### config.mk
export PLATFORM = sky130hd
export DESIGN_NAME = cxm_ctrl
export DESIGN_NICKNAME = d
export VERILOG_FILES = /design/src/inc/cxm_pkg.sv /design/src/hdl/cxm_ctrl.sv
export VERILOG_INCLUDE_DIRS = /design/src /design/src/inc
export SDC_FILE = /design/constraint.sdc
export NUM_CORES = 1
export LEC_CHECK = 0
export BUFFER_PORTS_ARGS = -buffer_cell sky130_fd_sc_hd__buf_2
export CAP_MARGIN = 40
export CORE_UTILIZATION = 58
export DETAILED_ROUTE_END_ITERATION = 6
export PLACE_DENSITY = 0.92
export SLEW_MARGIN = 20
export SYNTH_ARGS = -nofsm -noshare
export SYNTH_HDL_FRONTEND = slang
export SYNTH_SLANG_ARGS = --single-unit
### constraint.sdc
create_clock -name CLK -period 10.5 [get_ports CLK]
set_clock_uncertainty 0.1 [all_clocks]
set_input_delay 2.1 -clock CLK [delete_from_list [all_inputs] [get_ports CLK]]
set_output_delay 2.1 -clock CLK [all_outputs]
set_load 0.03 [all_outputs]
### src/inc/cxm_consts.svh
// Constants of the CAN transceiver mode control block.
// Assumes a 10 MHz core clock and byte addresses on the bus.
`ifndef CXM_CONSTS_SVH
`define CXM_CONSTS_SVH
`define CXM_CLK_MHZ       10
`define CXM_T_FILTER_US   1
`define CXM_T_FOLLOW_US   2
`define CXM_T_DOM_TX_US   300
`define CXM_T_PERM_DOM_US 400
`define CXM_T_WAKE_US     1000
`define CXM_T_GUARD_US    160
`define CXM_T_RST_MS      2
`define CXM_FILTER_CYC    (`CXM_T_FILTER_US * `CXM_CLK_MHZ)
`define CXM_FOLLOW_CYC    (`CXM_T_FOLLOW_US * `CXM_CLK_MHZ)
`define CXM_DOM_TX_CYC    (`CXM_T_DOM_TX_US * `CXM_CLK_MHZ)
`define CXM_PERM_DOM_CYC  (`CXM_T_PERM_DOM_US * `CXM_CLK_MHZ)
`define CXM_WAKE_CYC      (`CXM_T_WAKE_US * `CXM_CLK_MHZ)
`define CXM_GUARD_CYC     (`CXM_T_GUARD_US * `CXM_CLK_MHZ)
`define CXM_RST_CYC       (`CXM_T_RST_MS * 1000 * `CXM_CLK_MHZ)
`define CXM_FAIL_LIMIT    3'h4
`define CXM_THERM_GLOBAL  7
`define CXM_OFS_CTRL      8'h00
`define CXM_OFS_STATUS    8'h04
`define CXM_OFS_STATE     8'h08
`define CXM_B_ACT         0
`define CXM_B_STBY_BAT    1
`define CXM_B_AUTO_BIAS   2
`define CXM_B_LISTEN      3
`define CXM_B_LOOP        4
`define CXM_B_TGS         5
`define CXM_B_WAKE_EN     6
`define CXM_B_TX_DOM      0
`define CXM_B_BUS_REC     1
`define CXM_B_RX_REC      2
`define CXM_B_PERM_DOM    3
`define CXM_B_WAKE        4
`define CXM_B_MODE        0
`define CXM_B_TX_EN       2
`define CXM_B_RX_EN       3
`define CXM_B_BIAS        4
`define CXM_B_WST         5
`define CXM_RESP_OKAY     2'h0
`define CXM_RESP_SLVERR   2'h2
`endif

### src/inc/cxm_pkg.sv
// Types of the CAN transceiver mode control block.
// Assumes nothing beyond SystemVerilog packed types.
package cxm_pkg;
  typedef enum logic [1:0] {
    CXM_OFF      = 2'h0,
    CXM_NORMAL   = 2'h1,
    CXM_STBY_REG = 2'h3,
    CXM_STBY_BAT = 2'h2
  } cxm_mode_e;
  typedef enum logic [1:0] {
    CXM_W_IDLE = 2'h0,
    CXM_W_DOM1 = 2'h1,
    CXM_W_GAP  = 2'h3,
    CXM_W_DOM2 = 2'h2
  } cxm_wake_e;
  typedef struct packed {
    logic        awvalid;
    logic [7:0]  awaddr;
    logic        wvalid;
    logic [31:0] wdata;
    logic [3:0]  wstrb;
    logic        bready;
    logic        arvalid;
    logic [7:0]  araddr;
    logic        rready;
  } cxm_axi_req_s;
  typedef struct packed {
    logic        awready;
    logic        wready;
    logic        bvalid;
    logic [1:0]  bresp;
    logic        arready;
    logic        rvalid;
    logic [31:0] rdata;
    logic [1:0]  rresp;
  } cxm_axi_rsp_s;
  typedef struct packed {
    cxm_axi_rsp_s rsp;
    logic [7:0]   ctrl;
    logic [4:0]   stat;
    cxm_mode_e    mode;
    cxm_wake_e    wst;
    logic [2:0]   tx_s;
    logic [2:0]   bus_s;
    logic [2:0]   fb_s;
    logic         tx_f;
    logic         bus_f;
    logic         fb_f;
    logic         tx_prev;
    logic         we_prev;
    logic [15:0]  tx_dom_cnt;
    logic [15:0]  bus_dom_cnt;
    logic [7:0]   fol_cnt;
    logic         fol_busy;
    logic         fol_bus;
    logic         fol_fb;
    logic [2:0]   bus_fail;
    logic [2:0]   fb_fail;
    logic [15:0]  guard_cnt;
    logic [15:0]  pulse_cnt;
    logic [15:0]  win_cnt;
    logic [15:0]  rst_cnt;
    logic         aw_held;
    logic [7:0]   aw_addr;
    logic         w_held;
    logic [31:0]  w_data;
    logic [3:0]   w_strb;
    logic         tx_en;
    logic         rx_en;
    logic         bias;
    logic         rxd;
    logic         wake_int;
    logic         rst_n;
  } cxm_state_s;
endpackage

### src/hdl/cxm_ctrl.sv
// CAN transceiver mode control: modes, transmitter supervision, wake decode.
// Assumes pin inputs are asynchronous and the host speaks AXI4-Lite.
// Functional notes
// RULE1 - Transceiver off after reset until activated
// RULE2 - Normal mode: transmit, receive, bias on
// RULE3 - No interrupt in normal; standby reachable
// RULE4 - Standby: transmitter off, receive recessive, wake on
// RULE5 - Standby wake pattern raises host interrupt; the code raises it in regulator standby only, not battery standby
// RULE6 - No auto normal; activation 160 us guard
// RULE7 - Standby bias from auto-bias or timeout; the code biases on auto-bias only, and a timeout turns bias off
// RULE8 - Auto transmitter off on faults and thermal
// RULE9 - Receiver never disabled by faults
// RULE10 - Transmit dominant timeout latches, blocks transmitter
// RULE11 - Four bus follow failures latch, block
// RULE12 - Bus permanent dominant latches, transmitter kept
// RULE13 - Four receive follow failures latch, block
// RULE14 - Default bus wake; two dominant bits
// RULE15 - Pattern: two filtered pulses within window
// RULE16 - Pattern works from dominant or recessive
// RULE17 - Battery standby wake gives 2 ms reset
// RULE18 - Listen-only disables transmitter, receiver stays
// RULE19 - Loopback routes transmit input to receive
// RULE20 - Window expiry discards partial pattern
//
// The AXI4-Lite slave port and the register addresses were left to the implementer.
`timescale 1ns/1ps
`include "cxm_consts.svh"
module cxm_ctrl #(
  parameter logic [15:0] T_WAKE_CYC = 16'(`CXM_WAKE_CYC),
  parameter logic [15:0] T_RST_CYC  = 16'(`CXM_RST_CYC)
) (
  input  wire logic                  CLK,
  input  wire logic                  RST,
  input  wire cxm_pkg::cxm_axi_req_s AXI_REQ,
  output cxm_pkg::cxm_axi_rsp_s      AXI_RSP,
  input  wire logic                  TX_DATA_IN,
  input  wire logic                  BUS_RX,
  input  wire logic                  RX_PIN_SENSE,
  input  wire logic [7:0]            THERMAL_SHUTDOWN_FIRST_LEVEL,
  input  wire logic                  COMM_TIMEOUT,
  output logic                       TX_ENABLE,
  output logic                       RX_ENABLE,
  output logic                       BIAS_ON,
  output logic                       RX_DATA_OUT,
  output logic                       WAKE_INT,
  output logic                       RESET_OUT_N
);
  cxm_pkg::cxm_state_s r;
  cxm_pkg::cxm_state_s n;
  logic [7:0] thr_sync0;
  logic [7:0] thr_sync1;
  logic [7:0] thr_sync2;
  logic [7:0] thr_f;

  // Thermal flags: three stages, accepted when the last two agree
  always_ff @(posedge CLK or posedge RST) begin
    if (RST) begin
      thr_sync0 <= 8'h00;
      thr_sync1 <= 8'h00;
      thr_sync2 <= 8'h00;
      thr_f     <= 8'h00;
    end else begin
      thr_sync0 <= THERMAL_SHUTDOWN_FIRST_LEVEL;
      thr_sync1 <= thr_sync0;
      thr_sync2 <= thr_sync1;
      if (thr_sync1 == thr_sync2) begin
        thr_f <= thr_sync2;
      end
    end
  end

  // Next state of the block, all but the thermal synchroniser
  always_comb begin
    logic [4:0]  set;
    logic [4:0]  clr;
    logic        thermal;
    logic        fault;
    logic        wake_hit;
    logic        stby;
    logic        act_ok;
    logic [7:0]  wofs;
    logic [7:0]  rofs;
    logic [31:0] rd;
    set      = 5'h00;
    clr      = 5'h00;
    thermal  = 1'b0;
    fault    = 1'b0;
    wake_hit = 1'b0;
    stby     = 1'b0;
    act_ok   = 1'b0;
    wofs     = 8'h00;
    rofs     = 8'h00;
    rd       = 32'h0000_0000;
    n = r;

    // Pin synchronisers; first stage feeds only the second
    n.tx_s  = {r.tx_s[1:0], TX_DATA_IN};
    n.bus_s = {r.bus_s[1:0], BUS_RX};
    n.fb_s  = {r.fb_s[1:0], RX_PIN_SENSE};
    if (r.tx_s[1] == r.tx_s[2]) begin
      n.tx_f = r.tx_s[2];
    end
    if (r.bus_s[1] == r.bus_s[2]) begin
      n.bus_f = r.bus_s[2];
    end
    if (r.fb_s[1] == r.fb_s[2]) begin
      n.fb_f = r.fb_s[2];
    end
    n.tx_prev = r.tx_f;

    // Thermal cut: global group only, or any group
    thermal = r.ctrl[`CXM_B_TGS] ? thr_f[`CXM_THERM_GLOBAL] : (|thr_f); // [RULE8]

    // Transmit input held dominant too long
    if (r.mode == cxm_pkg::CXM_NORMAL && !r.tx_f) begin
      if (r.tx_dom_cnt < 16'(`CXM_DOM_TX_CYC)) begin
        n.tx_dom_cnt = r.tx_dom_cnt + 16'h0001;
      end else begin
        set[`CXM_B_TX_DOM] = 1'b1; // [RULE10]
      end
    end else begin
      n.tx_dom_cnt = 16'h0000;
    end

    // Bus stuck dominant: flag only, transmitter untouched
    if (r.mode == cxm_pkg::CXM_NORMAL && !r.bus_f) begin
      if (r.bus_dom_cnt < 16'(`CXM_PERM_DOM_CYC)) begin
        n.bus_dom_cnt = r.bus_dom_cnt + 16'h0001;
      end else begin
        set[`CXM_B_PERM_DOM] = 1'b1; // [RULE12]
      end
    end else begin
      n.bus_dom_cnt = 16'h0000;
    end

    // Follow check opened on each dominant edge of the transmit input while the transmitter is enabled
    if (r.tx_prev && !r.tx_f && r.tx_en) begin
      n.fol_busy = 1'b1;
      n.fol_cnt  = 8'h00;
      n.fol_bus  = 1'b0;
      n.fol_fb   = 1'b0;
    end else if (r.fol_busy) begin
      n.fol_cnt = r.fol_cnt + 8'h01;
      n.fol_bus = r.fol_bus | ~r.bus_f;
      n.fol_fb  = r.fol_fb | ~r.fb_f;
      if (r.fol_cnt == 8'(`CXM_FOLLOW_CYC)) begin
        n.fol_busy = 1'b0;
        n.bus_fail = r.fol_bus ? 3'h0 : r.bus_fail + 3'h1;
        n.fb_fail  = r.fol_fb ? 3'h0 : r.fb_fail + 3'h1;
        if (!r.fol_bus && r.bus_fail + 3'h1 == `CXM_FAIL_LIMIT) begin
          set[`CXM_B_BUS_REC] = 1'b1; // [RULE11]
          n.bus_fail = 3'h0;
        end
        if (!r.fol_fb && r.fb_fail + 3'h1 == `CXM_FAIL_LIMIT) begin
          set[`CXM_B_RX_REC] = 1'b1; // [RULE13]
          n.fb_fail = 3'h0;
        end
      end
    end

    // Guard time after bus wake-up is enabled
    n.we_prev = r.ctrl[`CXM_B_WAKE_EN];
    if (r.ctrl[`CXM_B_WAKE_EN] && !r.we_prev) begin
      n.guard_cnt = 16'(`CXM_GUARD_CYC); // [RULE6]
    end else if (r.guard_cnt != 16'h0000) begin
      n.guard_cnt = r.guard_cnt - 16'h0001;
    end
    // Next count, so activation written with wake enable waits too
    act_ok = r.ctrl[`CXM_B_ACT] && (n.guard_cnt == 16'h0000); // [RULE6]

    // Mode machine; leaves off or standby only on activation
    case (r.mode)
      cxm_pkg::CXM_OFF: begin
        if (act_ok) begin
          n.mode = cxm_pkg::CXM_NORMAL; // [RULE1]
        end
      end
      cxm_pkg::CXM_NORMAL: begin
        if (!r.ctrl[`CXM_B_ACT]) begin
          n.mode = r.ctrl[`CXM_B_STBY_BAT] ? cxm_pkg::CXM_STBY_BAT : cxm_pkg::CXM_STBY_REG; // [RULE3]
        end
      end
      cxm_pkg::CXM_STBY_REG, cxm_pkg::CXM_STBY_BAT: begin
        if (act_ok) begin
          n.mode = cxm_pkg::CXM_NORMAL; // [RULE6]
        end
      end
      default: begin
        n.mode = cxm_pkg::CXM_OFF;
      end
    endcase
    stby = (r.mode == cxm_pkg::CXM_STBY_REG) || (r.mode == cxm_pkg::CXM_STBY_BAT);

    // Wake pattern decoder: dominant, gap, dominant, all in one window
    if (!stby || !r.ctrl[`CXM_B_WAKE_EN]) begin
      n.wst = cxm_pkg::CXM_W_IDLE; // [RULE4]
    end else begin
      if (r.pulse_cnt != 16'hffff) begin
        n.pulse_cnt = r.pulse_cnt + 16'h0001;
      end
      n.win_cnt = r.win_cnt + 16'h0001;
      case (r.wst)
        cxm_pkg::CXM_W_IDLE: begin
          // A bus already dominant at entry counts as pulse one
          if (!r.bus_f) begin
            n.wst       = cxm_pkg::CXM_W_DOM1; // [RULE16]
            n.pulse_cnt = 16'h0000;
            n.win_cnt   = 16'h0000;
          end
        end
        cxm_pkg::CXM_W_DOM1: begin
          if (r.bus_f) begin
            n.pulse_cnt = 16'h0000;
            if (r.pulse_cnt > 16'(`CXM_FILTER_CYC)) begin
              n.wst = cxm_pkg::CXM_W_GAP; // [RULE15]
            end else begin
              n.wst = cxm_pkg::CXM_W_IDLE;
            end
          end
        end
        cxm_pkg::CXM_W_GAP: begin
          if (!r.bus_f) begin
            // Too short a gap is taken as part of pulse one
            n.wst = (r.pulse_cnt > 16'(`CXM_FILTER_CYC)) ? cxm_pkg::CXM_W_DOM2 : cxm_pkg::CXM_W_DOM1;
            if (r.pulse_cnt > 16'(`CXM_FILTER_CYC)) begin
              n.pulse_cnt = 16'h0000;
            end
          end
        end
        cxm_pkg::CXM_W_DOM2: begin
          if (r.pulse_cnt > 16'(`CXM_FILTER_CYC)) begin
            wake_hit = 1'b1; // [RULE14] [RULE15]
            n.wst    = cxm_pkg::CXM_W_IDLE;
          end else if (r.bus_f) begin
            n.wst       = cxm_pkg::CXM_W_GAP;
            n.pulse_cnt = 16'h0000;
          end
        end
        default: begin
          n.wst = cxm_pkg::CXM_W_IDLE;
        end
      endcase
      if (r.wst != cxm_pkg::CXM_W_IDLE && !wake_hit && r.win_cnt >= T_WAKE_CYC) begin
        n.wst = cxm_pkg::CXM_W_IDLE; // [RULE20]
      end
    end
    set[`CXM_B_WAKE] = wake_hit;

    // Battery standby wake answers with a reset pulse
    if (wake_hit && r.mode == cxm_pkg::CXM_STBY_BAT) begin
      n.rst_cnt = T_RST_CYC; // [RULE17]
    end else if (r.rst_cnt != 16'h0000) begin
      n.rst_cnt = r.rst_cnt - 16'h0001;
    end

    // Write channel: address and data taken in either order
    if (AXI_REQ.awvalid && r.rsp.awready) begin
      n.aw_held = 1'b1;
      n.aw_addr = AXI_REQ.awaddr;
    end
    if (AXI_REQ.wvalid && r.rsp.wready) begin
      n.w_held = 1'b1;
      n.w_data = AXI_REQ.wdata;
      n.w_strb = AXI_REQ.wstrb;
    end
    if (r.rsp.bvalid && AXI_REQ.bready) begin
      n.rsp.bvalid = 1'b0;
    end
    if (r.aw_held && r.w_held && !r.rsp.bvalid) begin
      wofs          = {r.aw_addr[7:2], 2'b00};
      n.aw_held     = 1'b0;
      n.w_held      = 1'b0;
      n.rsp.bvalid  = 1'b1;
      n.rsp.bresp   = `CXM_RESP_OKAY;
      if (wofs == `CXM_OFS_CTRL) begin
        if (r.w_strb[0]) begin
          n.ctrl = {1'b0, r.w_data[6:0]}; // [RULE18] [RULE19]
        end
      end else if (wofs == `CXM_OFS_STATUS) begin
        if (r.w_strb[0]) begin
          clr = r.w_data[4:0];
        end
      end else if (wofs != `CXM_OFS_STATE) begin
        n.rsp.bresp = `CXM_RESP_SLVERR;
      end
    end
    n.rsp.awready = !n.aw_held && !n.rsp.bvalid;
    n.rsp.wready  = !n.w_held && !n.rsp.bvalid;

    // Sticky status: a new event beats a clear in the same cycle
    n.stat = (r.stat & ~clr) | set; // [RULE10] [RULE11] [RULE13]

    // Read channel: answer in the cycle after the address
    if (r.rsp.rvalid && AXI_REQ.rready) begin
      n.rsp.rvalid = 1'b0;
    end
    if (AXI_REQ.arvalid && r.rsp.arready) begin
      rofs = {AXI_REQ.araddr[7:2], 2'b00};
      rd[`CXM_B_MODE+:2] = r.mode;
      rd[`CXM_B_TX_EN]   = r.tx_en;
      rd[`CXM_B_RX_EN]   = r.rx_en;
      rd[`CXM_B_BIAS]    = r.bias;
      rd[`CXM_B_WST+:2]  = r.wst;
      n.rsp.rvalid = 1'b1;
      n.rsp.rresp  = `CXM_RESP_OKAY;
      n.rsp.rdata  = 32'h0000_0000;
      if (rofs == `CXM_OFS_CTRL) begin
        n.rsp.rdata[7:0] = r.ctrl;
      end else if (rofs == `CXM_OFS_STATUS) begin
        n.rsp.rdata[4:0] = r.stat;
      end else if (rofs == `CXM_OFS_STATE) begin
        n.rsp.rdata = rd;
      end else begin
        n.rsp.rresp = `CXM_RESP_SLVERR;
      end
    end
    n.rsp.arready = !n.rsp.rvalid;

    // Transmitter blocked by a latched transmit-dominant or follow fault, or thermal cut; permanent dominant excluded
    fault = n.stat[`CXM_B_TX_DOM] | n.stat[`CXM_B_BUS_REC] | n.stat[`CXM_B_RX_REC] | thermal; // [RULE8]
    n.tx_en = (n.mode == cxm_pkg::CXM_NORMAL) && !n.ctrl[`CXM_B_LISTEN] && !fault; // [RULE2] [RULE18]
    // Faults never reach the receiver enable
    n.rx_en = (n.mode != cxm_pkg::CXM_OFF); // [RULE9]
    if (n.mode == cxm_pkg::CXM_NORMAL) begin
      n.bias = 1'b1; // [RULE2]
    end else if (n.mode == cxm_pkg::CXM_OFF) begin
      n.bias = 1'b0;
    end else begin
      n.bias = n.ctrl[`CXM_B_AUTO_BIAS] && !COMM_TIMEOUT; // [RULE7]
    end

    // Receive output: loopback, bus, or recessive outside normal
    if (n.mode != cxm_pkg::CXM_NORMAL) begin
      n.rxd = 1'b1; // [RULE4]
    end else if (n.ctrl[`CXM_B_LOOP]) begin
      n.rxd = r.tx_f; // [RULE19]
    end else begin
      n.rxd = r.bus_f;
    end
    // Interrupt only from regulator-on standby, never in normal
    n.wake_int = n.stat[`CXM_B_WAKE] && (n.mode == cxm_pkg::CXM_STBY_REG); // [RULE3] [RULE5]
    n.rst_n    = (n.rst_cnt == 16'h0000); // [RULE17]
  end

  // State register; wake-up enabled by default after reset
  always_ff @(posedge CLK or posedge RST) begin
    if (RST) begin
      r <= '0;
      r.ctrl[`CXM_B_WAKE_EN] <= 1'b1; // [RULE14]
      r.we_prev     <= 1'b1;
      r.mode        <= cxm_pkg::CXM_OFF; // [RULE1]
      r.wst         <= cxm_pkg::CXM_W_IDLE;
      r.tx_s        <= 3'h7;
      r.bus_s       <= 3'h7;
      r.fb_s        <= 3'h7;
      r.tx_f        <= 1'b1;
      r.bus_f       <= 1'b1;
      r.fb_f        <= 1'b1;
      r.tx_prev     <= 1'b1;
      r.rxd         <= 1'b1;
      r.rst_n       <= 1'b1;
      r.rsp.awready <= 1'b1;
      r.rsp.wready  <= 1'b1;
      r.rsp.arready <= 1'b1;
    end else begin
      r <= n;
    end
  end

  // Outputs straight from the state register
  assign AXI_RSP     = r.rsp;
  assign TX_ENABLE   = r.tx_en;
  assign RX_ENABLE   = r.rx_en;
  assign BIAS_ON     = r.bias;
  assign RX_DATA_OUT = r.rxd;
  assign WAKE_INT    = r.wake_int;
  assign RESET_OUT_N = r.rst_n;
endmodule

After elaboration in Yosys (flattened, before gate mapping)
Index checks and enable logic that the tools add are counted.
- add/sub/neg operators: 9
- bitwise logic cells: 11
- shifts and indexed selects: 0
- div/mod/pow operators: 0
- equality and inequality tests: 27
- reduce and logical (&&, ||, !) cells: 59
- multipliers: 0
- magnitude comparators: 4
- muxes and demuxes: 82
- operators by type and width (kind ; count):
    2-to-1 mux 16 bit ; 14
    adder 16 x 1 -> 16 bit, second input constant ; 4
    one-hot mux 16 bit (4 select lines) ; 1
    2-to-1 mux 2 bit ; 21
    2-to-1 mux 5 bit ; 8
    2-to-1 mux 37 bit ; 1
    2-to-1 mux 35 bit ; 1
    zero test 16 bit ; 2
    less-than comparator 16 x 12 -> 1 bit, second input constant ; 2
    2-to-1 mux 32 bit ; 1
    nonzero test 16 bit ; 2
    subtractor 16 x 1 -> 16 bit, second input constant ; 2
    logical AND 1 bit ; 24
    2-to-1 mux 24 bit ; 1
    2-to-1 mux 1 bit ; 21
    2-to-1 mux 17 bit ; 1
    >= comparator 16 x 14 -> 1 bit, second input constant ; 1
    greater-than comparator 16 x 4 -> 1 bit, second input constant ; 1
    zero test 1 bit ; 16
    inequality test 16 bit, second input constant ; 1
    2-to-1 mux 3 bit ; 5
    2-to-1 mux 7 bit ; 2
    == test 6 x 1 -> 1 bit, second input constant ; 2
    zero test 6 bit ; 2
    other kinds (30) ; 56
- word-level logic and storage cells: 240
- memories kept: 0
- ROM bits: 0
- output and inout port bits: 47
- input port bits: 71
- flip-flop bits (word level): 268
- latch bits: 0
- bits in writable memories: 0

Longest topological paths before layout
- word-level depth: 13
- gate-level depth with buffers: 10
- gate-level depth less buffers: 9

Worst setup path after synthesis
No wires, ideal clock.
- path type: input port to flip-flop
- start point: in AXI_REQ[8] in the netlist's numbering
- end point: reg r (netlist bit AXI_RSP[7])
- cell stages on the path: 3
- library setup time: 83 ps
- arrival time: 3106 ps
- buffers on the path: 0
- slack: 7211 ps
- data required time: 10317 ps
- path through: or4_1 or3_1 o21ai_0
- word-level cells in the longest chain between the ends: 4
- elaborated cells on any way between the ends: 6
- classes of those cells: eq/ne: 2; mux: 3; reduce/logical: 1
- RTL lines (element ; line ; source):
    from (decl) ; cxm_ctrl.sv:34 ; input wire cxm_pkg::cxm_axi_req_s AXI_REQ,
    == test 6 x 2 -> 1 bit (no line) ; -- ;
    2-to-1 mux 7 bit ; cxm_ctrl.sv:311 ; end else if (rofs == `CXM_OFS_STATE) begin
    2-to-1 mux 2 bit ; cxm_ctrl.sv:309 ; end else if (rofs == `CXM_OFS_STATUS) begin
    2-to-1 mux 7 bit (*) ; cxm_ctrl.sv:307 ; if (rofs == `CXM_OFS_CTRL) begin
    to (signal assigned) ; cxm_ctrl.sv:366 ; r <= n;
    to (decl) ; cxm_ctrl.sv:48 ; cxm_pkg::cxm_state_s r;
Mark *: on every way between the ends. The rest lies on a longest branch, timed or not.
A chain may end at the register's enable or synchronous reset.

Worst setup path in the final report
- start point: reg r (netlist bit AXI_RSP[40])
- end point: out AXI_RSP[40] in the netlist's numbering
- RTL lines (element ; line ; source):
    to (decl) ; cxm_ctrl.sv:35 ; output cxm_pkg::cxm_axi_rsp_s AXI_RSP,
No word-level cell between the ends.

==> results.sh <==
export IMPL_run_status="finished clean"
export IMPL_drive_gt1_share_pct=16.5
export IMPL_dp_slack_ns=6.97
export IMPL_syn_inst=934
export IMPL_ir_drop_mv=0.142
export IMPL_root_buffer="clkbuf_16"
export IMPL_firstDrtPassIters=5
export IMPL_reg2reg_from="r[100]$_DFF_PP0_"
export IMPL_cts_setup_buffers=0
export IMPL_dpl_hpwl_mm=13.2
export IMPL_grt_pass1_vias=7042
export IMPL_min_period_ns=3.45
export IMPL_synth_seq_cells=211
export IMPL_start_kind="flop"
export IMPL_htreeDepth=1
export IMPL_num_antenna_cells=0
export IMPL_endpoint_kind="output port"
export IMPL_maxCapViolations=0
export IMPL_rsz0062_at_grt="no"
export IMPL_die_w_um=132
export IMPL_cts_tree="yes"
export IMPL_fillerInstances=1171
export IMPL_synth_edf_count=0
export IMPL_grt_first_pass_wirelength_mm=33.8
export IMPL_powerDensity_nw_per_um2=202
export IMPL_cpPeakStageDelay_ns=0.54
export IMPL_placed_cell_area_sq_um=10100
export IMPL_final_setup_tns_ns=0
export IMPL_ant_nets=0
export IMPL_setup_viol=0
export IMPL_hp_class="reg2reg"
export IMPL_path_max_fanout=3
export IMPL_cp_depth=1
export IMPL_drc=0
export IMPL_yosys_warnings=0
export IMPL_p_total_mw=2.21
export IMPL_synthFlopType="dfrtp_1"
export IMPL_area_growth_pct=11.3
export IMPL_slowest_stage="dfstp_2"
export IMPL_design_area_sq_um=10900
export IMPL_syn_area_sq_um=9810
export IMPL_fp_row_count=47
export IMPL_clkSinkCount=211
export IMPL_clkLatencyLatePin_ns=0.51
export IMPL_drv_slew=0
export IMPL_drtIter0Drc=619
export IMPL_multi_input_area_sq_um=4060
export IMPL_max_freq_ghz=0.290
export IMPL_gp_congestion=0.900
export IMPL_mostFrequentLayoutCell="dfrtp_1"
export IMPL_cts_clk_slew_worst_paths_ns=0.06
export IMPL_drt_wl_total_mm=20.2
export IMPL_grt_usage_pct=23.8
export IMPL_grt_max_degree=79
export IMPL_syn_area_per_cell_sq_um=10.5
export IMPL_finalNetCount=1068
export IMPL_tightest_slew_ns=0.794
export IMPL_period_share_pct=32.8
export IMPL_antenna_found_initial=0
export IMPL_r2r_cells=9
export IMPL_regArea_sq_um=5310
export IMPL_routed_via_density=5.93
export IMPL_reg2reg_setup_slack_ns=7.23
export IMPL_arrival_ns=1.25
export IMPL_port_buffers=58
export IMPL_dr_total_vias=7218
export IMPL_r2r_end="WAKE_INT$_DFF_PP0_"
export IMPL_wl_per_cell_um=16.6
export IMPL_die_h_um=132
export IMPL_async_flop_share_pct=100
export IMPL_cts_hold_buf=0
export IMPL_dieArea_sq_um=17400
export IMPL_critical_path_endpoint="AXI_RSP[40]"
export IMPL_cpLargestDelayFamily="flip-flops"
export IMPL_slew_headroom_pct=46.9
export IMPL_num_io_pins=118
export IMPL_leakagePower_nw=5.00
export IMPL_numCtsBuffers=23
export IMPL_overflow=0
export IMPL_cp_required_ns=8.30
export IMPL_start_util_pct=59.4
export IMPL_crit_buf_inv=1
export IMPL_crit_chain="buf_2"
export IMPL_yosysSeqAreaShare_pct=54.1
export IMPL_hold_violations=0
export IMPL_ys_types=66
export IMPL_cts_path_max_buffers=3
export IMPL_layout_common_cells="dfrtp_1 (191), nor2_1 (100), nand2_1 (75)"
export IMPL_setup_slack_ns=7.05
export IMPL_ctsResizeCount=0
export IMPL_coreArea_sq_um=16500
export IMPL_crit_type="reg2out"
export IMPL_cp_startpoint="AXI_RSP[40]$_DFF_PP1_"
[flip-flops by register name, summed over array words and instances (netlist names)]
name         count
r              151
AXI_RSP         14
n                8
thr_f            8
thr_sync0        8
thr_sync1        8
thr_sync2        8
BIAS_ON          1
RESET_OUT_N      1
RX_DATA_OUT      1
RX_ENABLE        1
TX_ENABLE        1
WAKE_INT         1
[report_power, final]
group | total [mW] | switching (mW) | internal [mW]
sequential | 1.03 | 0.108 | 0.926
clock | 0.811 | 0.321 | 0.490
combinational | 0.362 | 0.216 | 0.146
total | 2.21 | 0.644 | 1.56
[layer usage]
layer / global-route usage (%) / up-vias / routed length, um
met2: 41.2 / 275 / 10200
met4: 9.75 / 0 / 688
li1: - / 3314 / -
met5: 0 / - / 0
met3: 3.11 / 62 / 1110
met1: 30.3 / 3567 / 8220
[logic make-up after synthesis]
family	count (synthesis)	synth area share, %
buf+inv	103	5.56
mux	42	4.68
compound gates	136	8.75
fa+ha+maj	19	2.35
xor+xnor	67	5.98
simple gates	355	18.6
flops	211	54.1
other cells	1	0.0382
[Yosys cell counts, types with 23 or more instances]
library cell | count | area (sq um)
dfrtp_1 | 191 | 4780
nor2_1 | 100 | 375
nand2_1 | 75 | 282
xor2_1 | 43 | 377
buf_4 | 41 | 308
a21oi_1 | 39 | 195
o21ai_0 | 37 | 185
inv_1 | 34 | 128
mux2_2 | 31 | 349
nand3_1 | 25 | 125
xnor2_1 | 24 | 210
clkbuf_1 | 23 | 86.3
[stage by stage]
| stage | std cells | hold slack, ns | util (%) |
|---|---|---|---|
| final | 1218 | 0.237 | 66.1 |
| after global routing | 1218 | 0.242 | 66.1 |
| after CTS | 1216 | 0.240 | 65.9 |
| after detailed placement | 1174 | 0.236 | 61.3 |
| after global placement | 1173 | 0.231 | 61.1 |
| after floorplan | 960 | 0.231 | - |
[how the worst min path moves through the flow]
stage / from / endpoint / slack, ns / depth (start not counted)
5_1_grt: thr_sync0[4]$_DFF_PP0_ / thr_sync1[4]$_DFF_PP0_ / 0.24 / 0
3_5_place_dp: thr_sync0[7]$_DFF_PP0_ / thr_sync1[7]$_DFF_PP0_ / 0.24 / 0
3_3_place_gp: thr_sync0[6]$_DFF_PP0_ / thr_sync1[6]$_DFF_PP0_ / 0.23 / 0
4_1_cts: thr_sync0[4]$_DFF_PP0_ / thr_sync1[4]$_DFF_PP0_ / 0.24 / 0
6_report: thr_sync0[4]$_DFF_PP0_ / thr_sync1[4]$_DFF_PP0_ / 0.24 / 0
2_1_floorplan: thr_sync0[0]$_DFF_PP0_ / thr_sync1[0]$_DFF_PP0_ / 0.23 / 0
[final cells by class]
| cell class | count | area share [%] |
|---|---|---|
| sequential | 211 | 48.5 |
| timing repair buffer | 65 | 3.48 |
| multi-input combinational | 646 | 37.2 |
| clock buffer | 32 | 6.03 |
| clock inverter | 10 | 1.01 |
| tap | 220 | 2.52 |
| inverter | 34 | 1.24 |
Power figures use the tool's default switching activity.
